**config.mk**
```make
export PLATFORM = sky130hd
export DESIGN_NAME = pmc_macrocell
export DESIGN_NICKNAME = d
export VERILOG_FILES = /design/src/include/pmc_pkg.sv /design/src/rtl/pmc_macrocell.sv
export VERILOG_INCLUDE_DIRS = /design/src /design/src/include
export SDC_FILE = /design/constraint.sdc
export NUM_CORES = 1
export LEC_CHECK = 0
export BUFFER_PORTS_ARGS = -buffer_cell sky130_fd_sc_hd__buf_2
export CAP_MARGIN = 30
export CORE_AREA = 2 2 144 146
export CTS_CLUSTER_DIAMETER = 150
export DETAILED_ROUTE_END_ITERATION = 16
export DIE_AREA = 0 0 146 148
export GPL_ROUTABILITY_DRIVEN = 1
export PLACE_DENSITY = 0.8
export SETUP_SLACK_MARGIN = 0.3
export SYNTH_ARGS = -nofsm -noshare
export SYNTH_HDL_FRONTEND = slang
export SYNTH_SLANG_ARGS = --single-unit
```
**constraint.sdc**
```tcl
create_clock -name clk_i -period 2.9 [get_ports clk_i]
set_input_delay 0.29 -clock clk_i [delete_from_list [all_inputs] [get_ports clk_i]]
set_output_delay 0.29 -clock clk_i [all_outputs]
set_load 0.01 [all_outputs]
```
**src/include/pmc_consts.svh**
```systemverilog
// constants of the configurable output macrocell
//------------------------------------------------------------
// Behaviour
// - combinatorial or registered output, polarity, feedback
// - tri-state or always-on mode chosen per cell
// - mode 0: enable term drives, else float
// - mode 0: clocked by its half clock
// - mode 0: register updates while pin floats
// - mode 1: driver enabled whenever an output is selected
// - mode 1: clocked by enable/clock term
// - mode 1: either edge via term polarity
// - invert bit inverts register inputs, both
// - register type T, D, JK, SR or bypass
// - reset term clears register regardless of clock
// - register cleared at power up
// - D/T: eight terms ORed into input
// - JK/SR: eight terms split between two ORs
// - output select: register, sum, or none
// - feedback select: register, sum, pin, or none
// - summed terms may feed back to array
// - no output plus pin feedback is input
// - erased: combinatorial active-low, pin feedback
// - erased configuration bits read as one
// - ten terms: eight logic, reset, enable/clock
// - term: both literals false, none true
// - half clocks capture on rising edge
//------------------------------------------------------------
`ifndef PMC_CONSTS_SVH
`define PMC_CONSTS_SVH

`define PMC_ARRAY_IN   8
`define PMC_NUM_TERMS  10
`define PMC_LOGIC_TERMS 8
`define PMC_RST_TERM   8
`define PMC_OECK_TERM  9
`define PMC_CFG_W      13

// register byte offsets
`define PMC_ADR_CFG    6'h00
`define PMC_ADR_TERM0  6'h04
`define PMC_ADR_STAT   6'h2c

// configuration field positions
`define PMC_F_MODE     0
`define PMC_F_HALF     1
`define PMC_F_TYPE_LO  2
`define PMC_F_INV      5
`define PMC_F_OSEL_LO  6
`define PMC_F_FSEL_LO  8
`define PMC_F_SPLIT_LO 10

// erased state: every bit connected
`define PMC_CFG_RESET  13'h1fff
`define PMC_TERM_RESET 16'hffff

`endif

```
**src/include/pmc_pkg.sv**
```systemverilog
// types of the configurable output macrocell
package pmc_pkg;
`include "pmc_consts.svh"

  typedef enum logic [2:0] {
    PMC_REG_D  = 3'h0,
    PMC_REG_T  = 3'h1,
    PMC_REG_JK = 3'h2,
    PMC_REG_SR = 3'h3
  } pmc_reg_type;

  typedef enum logic [1:0] {
    PMC_OUT_REG  = 2'h2,
    PMC_OUT_COMB = 2'h3
  } pmc_osel_type;

  typedef enum logic [1:0] {
    PMC_FB_NONE = 2'h0,
    PMC_FB_SUM  = 2'h1,
    PMC_FB_REG  = 2'h2,
    PMC_FB_PIN  = 2'h3
  } pmc_fsel_type;

  typedef struct packed {
    logic [2:0] split;
    logic [1:0] fsel;
    logic [1:0] osel;
    logic       inv;
    logic [2:0] rtype;
    logic       half;
    logic       mode1;
  } pmc_cfg_type;

  typedef struct packed {
    logic        ack;
    logic [31:0] dat;
  } pmc_bus_type;
endpackage

```
**src/rtl/pmc_macrocell.sv**
```systemverilog
// configurable output macrocell with wishbone configuration port
`timescale 1ns/10ps
module pmc_macrocell import pmc_pkg::*; #(
  parameter int ARRAY_IN = `PMC_ARRAY_IN
) (
  // system
  input  wire logic                clk_i,
  input  wire logic                rst_i,
  // wishbone slave
  input  wire logic                cyc_i,
  input  wire logic                stb_i,
  input  wire logic                we_i,
  input  wire logic [5:0]          adr_i,
  input  wire logic [3:0]          sel_i,
  input  wire logic [31:0]         dat_i,
  output logic      [31:0]         dat_o,
  output logic                     ack_o,
  // and array and clocks
  input  wire logic [ARRAY_IN-1:0] array_i,
  input  wire logic                left_half_sync_clock_i,
  input  wire logic                right_half_sync_clock_i,
  // pin and feedback
  input  wire logic                pin_i,
  output logic                     pin_o,
  output logic                     pin_oe_n_o,
  output logic                     feedback_o
);

  localparam int TW = 2 * ARRAY_IN;

  typedef struct packed {
    pmc_cfg_type                          cfg;
    logic [`PMC_NUM_TERMS-1:0][TW-1:0]    term;
    logic                                 ff;
    logic                                 lclk;
    logic                                 rclk;
    logic                                 ptclk;
    logic                                 pin;
    logic                                 pin_oe_n;
    logic                                 fb;
    pmc_bus_type                          bus;
  } pmc_state_type;

  pmc_state_type state;
  pmc_state_type next_state;

  //------------------------------------------------------------
  // product terms
  //------------------------------------------------------------
  logic [TW-1:0]             literals;
  logic [`PMC_NUM_TERMS-1:0] pt;

  assign literals = {~array_i, array_i};

  genvar k;
  generate
    for (k = 0; k < `PMC_NUM_TERMS; k++) begin : g_term
      // connected literal must be true; open literal is ignored
      assign pt[k] = &(~state.term[k] | literals);
    end
  endgenerate

  //------------------------------------------------------------
  // sums and register inputs
  //------------------------------------------------------------
  logic [7:0] jmask;
  logic       sum_all;
  logic       in_a;
  logic       in_b;
  logic       clk_edge;
  logic       rst_term;
  logic       bypass;
  logic       bus_req;
  logic [3:0] tidx;

  assign rst_term = pt[`PMC_RST_TERM];
  assign bypass   = state.cfg.rtype > PMC_REG_SR;
  assign jmask    = 8'hff >> (3'h7 - state.cfg.split);
  // one gate for D/T, polarity applied before register and bypass path
  assign sum_all  = (|pt[`PMC_LOGIC_TERMS-1:0]) ^ state.cfg.inv;
  // J/S gets terms 0 to split, K/R the rest; invert hits both
  assign in_a     = (|(pt[7:0] & jmask)) ^ state.cfg.inv;
  assign in_b     = (|(pt[7:0] & ~jmask)) ^ state.cfg.inv;
  assign bus_req  = cyc_i & stb_i & ~state.bus.ack;
  assign tidx     = 4'(adr_i[5:2] - 4'h1);

  always_comb begin
    if (state.cfg.mode1) begin
      clk_edge = pt[`PMC_OECK_TERM] & ~state.ptclk;
    end else if (state.cfg.half) begin
      clk_edge = right_half_sync_clock_i & ~state.rclk;
    end else begin
      clk_edge = left_half_sync_clock_i & ~state.lclk;
    end
  end

  //------------------------------------------------------------
  // next state
  //------------------------------------------------------------
  always_comb begin
    next_state       = state;
    next_state.lclk  = left_half_sync_clock_i;
    next_state.rclk  = right_half_sync_clock_i;
    next_state.ptclk = pt[`PMC_OECK_TERM];

    // register, updates regardless of the driver state
    if (rst_term) begin
      next_state.ff = 1'b0;
    end else if (clk_edge && !bypass) begin
      case (state.cfg.rtype)
        PMC_REG_D:  next_state.ff = sum_all;
        PMC_REG_T:  next_state.ff = state.ff ^ sum_all;
        PMC_REG_JK: begin
          if (in_a && in_b) begin
            next_state.ff = ~state.ff;
          end else if (in_a) begin
            next_state.ff = 1'b1;
          end else if (in_b) begin
            next_state.ff = 1'b0;
          end
        end
        // set and reset together is undefined; set is taken
        PMC_REG_SR: begin
          if (in_a) begin
            next_state.ff = 1'b1;
          end else if (in_b) begin
            next_state.ff = 1'b0;
          end
        end
        default: next_state.ff = state.ff;
      endcase
    end

    // output select and driver enable
    case (state.cfg.osel)
      PMC_OUT_REG:  next_state.pin = next_state.ff;
      PMC_OUT_COMB: next_state.pin = sum_all;
      default:      next_state.pin = 1'b0;
    endcase
    if (state.cfg.osel < PMC_OUT_REG) begin
      next_state.pin_oe_n = 1'b1;
    end else if (state.cfg.mode1) begin
      next_state.pin_oe_n = 1'b0;
    end else begin
      next_state.pin_oe_n = ~pt[`PMC_OECK_TERM];
    end

    // feedback select
    case (state.cfg.fsel)
      PMC_FB_PIN: next_state.fb = pin_i;
      PMC_FB_REG: next_state.fb = next_state.ff;
      PMC_FB_SUM: next_state.fb = sum_all;
      default:    next_state.fb = 1'b0;
    endcase

    // wishbone: ack one cycle after the request, then drop
    next_state.bus.ack = bus_req;
    next_state.bus.dat = 32'h0;
    if (bus_req) begin
      if (adr_i == `PMC_ADR_CFG) begin
        next_state.bus.dat = 32'(state.cfg);
        if (we_i && sel_i[0]) begin
          next_state.cfg[7:0] = dat_i[7:0];
        end
        if (we_i && sel_i[1]) begin
          next_state.cfg[`PMC_CFG_W-1:8] = dat_i[`PMC_CFG_W-1:8];
        end
      end else if (adr_i == `PMC_ADR_STAT) begin
        next_state.bus.dat = {18'h0, pt, state.fb, ~state.pin_oe_n, state.pin, state.ff};
      end else if (adr_i[1:0] == 2'h0 && adr_i >= `PMC_ADR_TERM0 && adr_i < `PMC_ADR_STAT) begin
        next_state.bus.dat = 32'(state.term[tidx]);
        if (we_i && sel_i[0]) begin
          next_state.term[tidx][7:0] = dat_i[7:0];
        end
        if (we_i && sel_i[1]) begin
          next_state.term[tidx][TW-1:8] = dat_i[TW-1:8];
        end
      end
    end
  end

  //------------------------------------------------------------
  // state register
  //------------------------------------------------------------
  always_ff @(posedge clk_i) begin
    if (rst_i) begin
      state          <= '0;
      state.ff       <= 1'b0;
      state.cfg      <= `PMC_CFG_RESET;
      state.term     <= {`PMC_NUM_TERMS{`PMC_TERM_RESET}};
      state.pin_oe_n <= 1'b1;
    end else begin
      state <= next_state;
    end
  end

  assign dat_o      = state.bus.dat;
  assign ack_o      = state.bus.ack;
  assign pin_o      = state.pin;
  assign pin_oe_n_o = state.pin_oe_n;
  assign feedback_o = state.fb;

  //------------------------------------------------------------
  // assertions
  //------------------------------------------------------------
  a_reset_term_clear: assert property (@(posedge clk_i) disable iff (rst_i)
    rst_term |=> !state.ff)
    else $error("reset term did not clear the register");

  a_mode1_drive: assert property (@(posedge clk_i) disable iff (rst_i)
    (state.cfg.mode1 && state.cfg.osel >= PMC_OUT_REG) |=> !pin_oe_n_o)
    else $error("mode 1 driver not enabled");

  a_mode0_enable: assert property (@(posedge clk_i) disable iff (rst_i)
    (!state.cfg.mode1 && state.cfg.osel >= PMC_OUT_REG) |=> pin_oe_n_o == !$past(pt[`PMC_OECK_TERM]))
    else $error("mode 0 driver does not follow enable term");

  a_dtype_capture: assert property (@(posedge clk_i) disable iff (rst_i)
    (state.cfg.rtype == PMC_REG_D && clk_edge && !rst_term) |=> state.ff == $past(sum_all))
    else $error("d register did not capture the sum");

  a_toggle_flip: assert property (@(posedge clk_i) disable iff (rst_i)
    (state.cfg.rtype == PMC_REG_T && clk_edge && !rst_term && sum_all) |=> state.ff != $past(state.ff))
    else $error("t register did not toggle");

  a_hold_no_edge: assert property (@(posedge clk_i) disable iff (rst_i)
    (!clk_edge && !rst_term) |=> $stable(state.ff))
    else $error("register changed without a clock edge");

  a_pin_input: assert property (@(posedge clk_i) disable iff (rst_i)
    (state.cfg.osel < PMC_OUT_REG && state.cfg.fsel == PMC_FB_PIN) |=> pin_oe_n_o && feedback_o == $past(pin_i))
    else $error("dedicated input not honoured");

  a_bypass_path: assert property (@(posedge clk_i) disable iff (rst_i)
    (state.cfg.osel == PMC_OUT_COMB) |=> pin_o == $past(sum_all))
    else $error("combinatorial output mismatch");

  a_bus_ack: assert property (@(posedge clk_i) disable iff (rst_i)
    (cyc_i && stb_i && !ack_o) |=> ack_o ##1 !ack_o)
    else $error("wishbone ack not a single cycle");

  a_ack_pulse: assert property (@(posedge clk_i) disable iff (rst_i)
    ack_o |=> !ack_o)
    else $error("ack held for more than one cycle");

  a_idle_data: assert property (@(posedge clk_i) disable iff (rst_i)
    !ack_o |-> dat_o == 32'h0)
    else $error("read data not zero outside ack");

  a_cfg_write: assert property (@(posedge clk_i) disable iff (rst_i)
    (cyc_i && stb_i && !ack_o && we_i && adr_i == `PMC_ADR_CFG && sel_i[1:0] == 2'h3)
    |=> 32'(state.cfg) == 32'($past(dat_i[`PMC_CFG_W-1:0])))
    else $error("configuration write not stored");

  //------------------------------------------------------------
  // register type assertions
  //------------------------------------------------------------
  a_jk_toggle: assert property (@(posedge clk_i) disable iff (rst_i)
    (state.cfg.rtype == PMC_REG_JK && clk_edge && !rst_term && in_a && in_b) |=> state.ff != $past(state.ff))
    else $error("jk register did not toggle");

  a_jk_set: assert property (@(posedge clk_i) disable iff (rst_i)
    (state.cfg.rtype == PMC_REG_JK && clk_edge && !rst_term && in_a && !in_b) |=> state.ff)
    else $error("jk register did not set");

  a_jk_clear: assert property (@(posedge clk_i) disable iff (rst_i)
    (state.cfg.rtype == PMC_REG_JK && clk_edge && !rst_term && !in_a && in_b) |=> !state.ff)
    else $error("jk register did not clear");

  a_sr_set: assert property (@(posedge clk_i) disable iff (rst_i)
    (state.cfg.rtype == PMC_REG_SR && clk_edge && !rst_term && in_a) |=> state.ff)
    else $error("sr register did not set");

  a_sr_clear: assert property (@(posedge clk_i) disable iff (rst_i)
    (state.cfg.rtype == PMC_REG_SR && clk_edge && !rst_term && !in_a && in_b) |=> !state.ff)
    else $error("sr register did not clear");

  a_toggle_hold: assert property (@(posedge clk_i) disable iff (rst_i)
    (state.cfg.rtype == PMC_REG_T && clk_edge && !rst_term && !sum_all) |=> $stable(state.ff))
    else $error("t register changed with input low");

  a_bypass_hold: assert property (@(posedge clk_i) disable iff (rst_i)
    (bypass && !rst_term) |=> $stable(state.ff))
    else $error("bypassed register changed");

  //------------------------------------------------------------
  // clock source and product term assertions
  //------------------------------------------------------------
  a_left_clock: assert property (@(posedge clk_i) disable iff (rst_i)
    (!state.cfg.mode1 && !state.cfg.half && state.cfg.rtype == PMC_REG_D && !rst_term
     && left_half_sync_clock_i && !state.lclk) |=> state.ff == $past(sum_all))
    else $error("left half clock edge not captured");

  a_right_clock: assert property (@(posedge clk_i) disable iff (rst_i)
    (!state.cfg.mode1 && state.cfg.half && state.cfg.rtype == PMC_REG_D && !rst_term
     && right_half_sync_clock_i && !state.rclk) |=> state.ff == $past(sum_all))
    else $error("right half clock edge not captured");

  a_term_clock: assert property (@(posedge clk_i) disable iff (rst_i)
    (state.cfg.mode1 && state.cfg.rtype == PMC_REG_D && !rst_term
     && pt[`PMC_OECK_TERM] && !state.ptclk) |=> state.ff == $past(sum_all))
    else $error("clock term edge not captured");

  a_term_open: assert property (@(posedge clk_i) disable iff (rst_i)
    (state.term[`PMC_OECK_TERM] == '0) |-> pt[`PMC_OECK_TERM])
    else $error("open product term not true");

  a_term_both: assert property (@(posedge clk_i) disable iff (rst_i)
    (state.term[`PMC_RST_TERM][0] && state.term[`PMC_RST_TERM][ARRAY_IN]) |-> !rst_term)
    else $error("term with both literals not false");

  //------------------------------------------------------------
  // output and feedback assertions
  //------------------------------------------------------------
  a_reg_output: assert property (@(posedge clk_i) disable iff (rst_i)
    (state.cfg.osel == PMC_OUT_REG) |=> pin_o == state.ff)
    else $error("registered output does not show the register");

  a_out_none: assert property (@(posedge clk_i) disable iff (rst_i)
    (state.cfg.osel < PMC_OUT_REG) |=> pin_oe_n_o && !pin_o)
    else $error("no output selected but pin driven");

  a_fb_reg: assert property (@(posedge clk_i) disable iff (rst_i)
    (state.cfg.fsel == PMC_FB_REG) |=> feedback_o == state.ff)
    else $error("register feedback mismatch");

  a_fb_sum: assert property (@(posedge clk_i) disable iff (rst_i)
    (state.cfg.fsel == PMC_FB_SUM) |=> feedback_o == $past(sum_all))
    else $error("sum feedback mismatch");

  a_fb_none: assert property (@(posedge clk_i) disable iff (rst_i)
    (state.cfg.fsel == PMC_FB_NONE) |=> !feedback_o)
    else $error("feedback present with none selected");

endmodule // pmc_macrocell

```
# Word-level counts from Yosys, hierarchy flattened
# Cells that the tools add are included.
# totals
reg_bits	213
inputBits	58
output_inout_bits	36
elab_cells	151
# op_classes
n_addsub	2
order_cmp	6
n_eq_ne	9
shift	1
muxes	28
bitwise_logic	44
reduce_logical	32
# op_table
operator	count
two-way mux 160 bit	6
bitwise mux 160 bit	2
NOT 16 bit	10
OR 16 bit	10
AND reduction 16 bit	10
demux 16 bit (select 4 bit)	2
binary-select mux 16 bit (select 4 bit)	1
two-way mux 16 bit	2
two-way mux 14 bit	2
OR reduction 8 bit	3
bitwise AND 8 bit	2
NOT 8 bit	2
two-way mux 13 bit	1
NOT 1 bit	11
== test 2 bit (second input constant)	4
two-way mux 1 bit	8
two-way mux 8 bit	1
>> shifter 8 x 3 -> 8 bit (first input constant)	1
logical AND 1 bit	7
== test 3 x 2 -> 1 bit (second input constant)	2
== test 6 bit (second input constant)	1
>= comparator 6 x 3 -> 1 bit (second input constant)	1
zero test 6 bit	1
< comparator 6 bit (second input constant)	1
22 further kinds	31

# Logic depth before layout (Yosys ltp)
# logic_depth
depth_word	13
depth_mapped	13
ltp_nobuf	9

# Worst setup path after synthesis
# Ideal clock, no wire load.
# synth_timing
path_type	input to register
start	input port adr_i[2]
end	register state (netlist bit dat_o[4])
setup_ns	0.137
arrival_time_ns	2.740
required_time_ns	2.763
setup_slack_ns	0.023
cell_stages	12
n_path_buf	5
path_cell_list	clkbuf_1 buf_2 buf_2 inv_1 ha_1 clkbuf_1 clkbuf_1 mux4_2 nand2_1 nand3_1 a32oi_1 a211oi_1
# synth_between
elab_chain_cells	6
word_cells_on_any_way	12
cone_classes	1 x add/sub; 2 x order compare; 1 x eq/ne; 5 x mux; 3 x reduce/logical
# synth_lines
element	line	rtl
from (decl)	pmc_macrocell.sv:13	input wire logic [5:0] adr_i,
subtractor 4 x 1 -> 4 bit / >= comparator 6 x 3 -> 1 bit (equally long branches)	--	
binary-select mux 16 bit (select 4 bit) / logical AND 1 bit (equally long branches)	--	
two-way mux 16 bit (not written as such) / logical AND 1 bit (equally long branches)	--	
two-way mux 14 bit	pmc_macrocell.sv:170	end else if (adr_i[1:0] == 2'h0 && adr_i >= `PMC_ADR_TERM0 && adr_i < `PMC_ADR_STAT) begin
two-way mux 14 bit	pmc_macrocell.sv:168	end else if (adr_i == `PMC_ADR_STAT) begin
two-way mux 13 bit (*)	pmc_macrocell.sv:160	if (adr_i == `PMC_ADR_CFG) begin
to (signal assigned)	pmc_macrocell.sv:193	state <= next_state;
to (decl)	pmc_macrocell.sv:44	pmc_state_type state;
# Mark *: on every way between the ends. The rest lies on a longest branch, timed or not. The select of a mux whose other input is x is not followed.
# A chain may end at the register's enable or synchronous reset.

# Worst setup path in the final report
# layout_timing
start	register state[164] (netlist name)
end	register state (netlist bit feedback_o)
# layout_between
elab_chain_cells	13
word_cells_on_any_way	20
cone_classes	7 x mux; 8 x bitwise; 5 x reduce/logical
# layout_lines
element	line	rtl
NOT 16 bit (*)	pmc_macrocell.sv:59	assign pt[k] = &(~state.term[k] | literals);
OR 16 bit (*)	pmc_macrocell.sv:59	
AND reduction 16 bit (*)	pmc_macrocell.sv:59	
bitwise AND 8 bit	pmc_macrocell.sv:83	assign in_b = (|(pt[7:0] & ~jmask)) ^ state.cfg.inv;
OR reduction 8 bit	pmc_macrocell.sv:83	
bitwise XOR 1 bit	pmc_macrocell.sv:83	
two-way mux 1 bit	pmc_macrocell.sv:118, pmc_macrocell.sv:126	
two-way mux 1 bit	pmc_macrocell.sv:116	end else if (in_a) begin
two-way mux 1 bit	pmc_macrocell.sv:114	if (in_a && in_b) begin
one-hot mux 1 bit (4 select lines)	pmc_macrocell.sv:110	case (state.cfg.rtype)
two-way mux 1 bit	pmc_macrocell.sv:109	end else if (clk_edge && !bypass) begin
two-way mux 1 bit	pmc_macrocell.sv:107	if (rst_term) begin
one-hot mux 1 bit (3 select lines) (*)	pmc_macrocell.sv:149	case (state.cfg.fsel)
# Mark *: on every way between the ends. The rest lies on a longest branch, timed or not.

==> impl_metrics.py <==
metrics = {
    "clock_network": {
        "cts_inserted_buffers": 17,
        "cts_resized": 0,
        "ctsHoldBuffers": 0,
        "cts_max_path_buffers": 2,
        "path_clk_slew_ns": 0.07,
        "cts.sinks": 197,
        "cts_setup_buffers": 0,
        "insertion_delay_ns": 0.45,
        "cts_max_level": 4,
        "cts_tree": "yes",
        "cts-root-buf": "clkbuf_16",
    },
    "global_routing": {
        "antenna_found_initial": 0,
        "grt_pass1_vias": 8855,
        "grt_usage": 0.3013,
        "grt_max_degree": 97,
        "grt_pass1_wl_um": 49800,
        "globalRouteOverflowTotal": 0,
    },
    "critical_path": {
        "arrival_ns": 2.66,
        "required_ns": 3.19,
        "rrSetupSlack_ns": 0.53,
        "crit_chain": "mux2i_1 -> nand4_1 -> nor2_2 -> nor4_4 -> a22o_2 -> o311a_1 -> nand2_1 -> o31ai_1 -> a31oi_1",
        "rr_startpoint": "state[164]$_SDFFE_PP1P_",
        "criticalPathCategory": "reg -> reg",
        "slowest_delay_ns": 0.44,
        "crit_path_end_kind": "flop",
        "path_delay_family": "simple AND/OR/NAND/NOR gates",
        "r2r_end": "feedback_o$_SDFF_PP0_",
        "path_max_fanout": 4,
        "setup.worst_path.start": "state[164]$_SDFFE_PP1P_",
        "critPathBufInv": 0,
        "reg2regPathDepth": 9,
        "start_kind": "flop",
        "slowest_stage": "dfxtp_1",
    },
    "worst_hold_path": {
        "worstHoldStart": "left_half_sync_clock_i",
        "min_path_type": "in -> reg",
        "min_to": "state[38]$_SDFF_PP0_",
        "hold_depth": 2,
    },
    "floorplan": {
        "die_w_um": 146,
        "rows": 52,
        "die_area_mm2": 0.02161,
        "start_util": 0.5314,
        "die_y_um": 148,
        "io_pins": 94,
        "coreArea_mm2": 0.02004,
    },
    "sta": {
        "clock_skew_ns": 0.01200,
        "final_max_slew_viol_count": 0,
        "final.period_utilization": 0.8175,
        "fmax_mhz": 421.8,
        "relSlewSlack": 0.4833,
        "holdWs_ns": 0.07755,
        "worst_pin_slew_ns": 0.7750,
        "rsz0062_at_grt": "no",
        "setup_viol": 0,
        "finalSetupTns_ns": 0,
        "fin_crit_ns": 2.371,
        "hold_viol_final": 0,
    },
    "route": {
        "routed_wl_um": 31980,
        "drtIter0Drc": 1145,
        "drc": 0,
        "avgViaCountPerCell": 6.189,
        "ant_nets": 0,
        "dr.pass1.iters": 5,
        "avgRoutedWirePerCell_um": 21.45,
        "dr_total_vias": 9228,
    },
    "power": {
        "p_per_area_mw_per_mm2": 477.6,
        "p_total_uw": 5431,
        "ir_drop_uv": 398.4,
        "power_leakage_uw": 0.004855,
    },
    "yosys": {
        "synth-edff-count": 0,
        "synthArstFlopShare": 0,
        "synth-seq-cells": 197,
        "synth_seq_area_share": 0.3703,
        "yosysUniqueCellTypes": 56,
        "synth_flop_cell": "dfxtp_1",
        "avgSynthCellArea_um2": 8.757,
        "netlist_instances": 1216,
        "syn-cell-area_mm2": 0.01065,
        "yosysWarningCount": 0,
    },
    "layout": {
        "num-nets-final": 1272,
        "antenna_cells": 0,
        "multi_input_area_mm2": 0.006013,
        "drive_gt1_frac": 0.1368,
        "area_growth_syn_to_layout_pct": 6.803,
        "regArea_mm2": 0.003944,
        "nFillCells": 1796,
    },
    "status": {
        "outcome": "completed",
    },
    "place": {
        "io_buffers": 59,
        "place.gp.congestion": 1.026,
        "place_hpwl_um": 23230,
    },
    "run": {
        "cap_violations": 0,
    },
}
[worst register-to-register path, cell delays in order, from the launching register on]
cell     delay (ns)
dfxtp_1        0.44
mux2i_1        0.12
nand4_1        0.26
nor2_2         0.15
nor4_4         0.39
a22o_2         0.21
o311a_1        0.14
nand2_1        0.09
o31ai_1        0.30
a31oi_1        0.12
[flip-flops by register name (all words and copies together), names as in the netlist]
name,count
state,177
ack_o,1
dat_o,16
pin_o,1
pin_oe_n_o,1
feedback_o,1
[cell usage in the layout, fill, tap and decap left out, types with 17 or more instances in the layout]
master	count
nand2_1	312
dfxtp_1	197
nand3b_1	129
mux2i_1	95
buf_2	57
a211o_1	45
nor2b_1	43
nor2_1	33
mux4_2	32
buf_4	25
nand3_1	22
o21ai_0	21
nand4_1	20
nor3_1	17
clkbuf_16	17
[area by class of cell]
| cell class | instances | share of cell area |
|---|---|---|
| clock inverter | 11 | 0.008141 |
| sequential | 197 | 0.3468 |
| inverter | 14 | 0.004620 |
| timing repair buffer | 82 | 0.04158 |
| clock buffer | 21 | 0.04048 |
| multi-input combinational | 896 | 0.5287 |
| tap | 270 | 0.02970 |
[cell usage after synthesis (2+ instances only)]
cell	n	area, µm²
nand2_1	312	1171
dfxtp_1	197	3944
nand3b_1	129	968.4
mux2i_1	95	950.9
clkbuf_1	55	206.5
a211o_1	45	394.1
nor2b_1	43	269.0
buf_4	37	277.8
nor2_1	33	123.9
mux4_2	32	720.7
buf_2	23	115.1
nand3_1	22	110.1
o21ai_0	21	105.1
nand4_1	20	125.1
nor3_1	17	85.08
and2_1	16	100.1
a211oi_1	14	105.1
a32oi_1	14	122.6
inv_1	14	52.55
a21oi_1	7	35.03
buf_6	7	78.83
ha_1	6	75.07
nor2_2	6	37.54
nor3_2	4	40.04
o21ai_1	3	15.01
xor2_1	3	26.28
a31oi_1	2	12.51
and3_1	2	12.51
nand2b_1	2	12.51
nand4_2	2	25.02
nor2_4	2	22.52
nor4_1	2	12.51
nor4_4	2	42.54
nor4b_1	2	17.52
o31ai_1	2	15.01
or3_1	2	12.51
xnor2_1	2	17.52
[report_power, final]
group / internal, µW / total, µW / switching [µW] / leakage [µW]
clock network: 1160 / 2240 / 1080 / 0.000267
registers: 2710 / 2720 / 5.73 / 0.00160
logic: 159 / 470 / 311 / 0.00299
total: 4030 / 5430 / 1400 / 0.00486
[kinds of logic (layout without fill, tap and decap cells)]
family	Yosys count	after routing	share of synthesized area
AOI/OAI and AO/OA	119	119	0.08671
buffers and inverters	138	128	0.07026
other	1	16	0.0003521
xor gates and xnor gates	5	5	0.004113
and+or+nand+nor	622	622	0.3031
adders and majority gates	6	6	0.007050
muxes	128	128	0.1580
DFF	197	197	0.3703
[how the worst max path moves through the flow]
| stage | cells after the start | endpoint |
|---|---|---|
| final | 9 | feedback_o$_SDFF_PP0_ |
| after global routing | 9 | feedback_o$_SDFF_PP0_ |
| after CTS | 9 | feedback_o$_SDFF_PP0_ |
| after detailed placement | 10 | state[64]$_SDFFE_PP1P_ |
| after global placement | 10 | feedback_o$_SDFF_PP0_ |
| after floorplan | 12 | state[181]$_SDFFE_PP1P_ |
[layer usage]
metal | vias to the layer above | GRT usage | routed length [µm]
met2 | 533 | 0.5071 | 15130
li1 | 4186 | - | -
met5 | - | 0 | 0
met1 | 4370 | 0.3613 | 12510
met3 | 139 | 0.07593 | 2644
met4 | 0 | 0.1476 | 1703
[through the flow]
stage / instance area [µm²] / utilization / instances / worst slack, ns
floorplan: 10720 / - / 1231 / 0.3250
finish: 11370 / 0.5676 / 1491 / 0.5292
global placement: 10820 / 0.5400 / 1459 / 0.2997
CTS: 11370 / 0.5676 / 1491 / 0.5950
detailed placement: 10820 / 0.5400 / 1459 / 0.2883
global route: 11370 / 0.5676 / 1491 / 0.4041
Power figures use the tool's default switching activity.
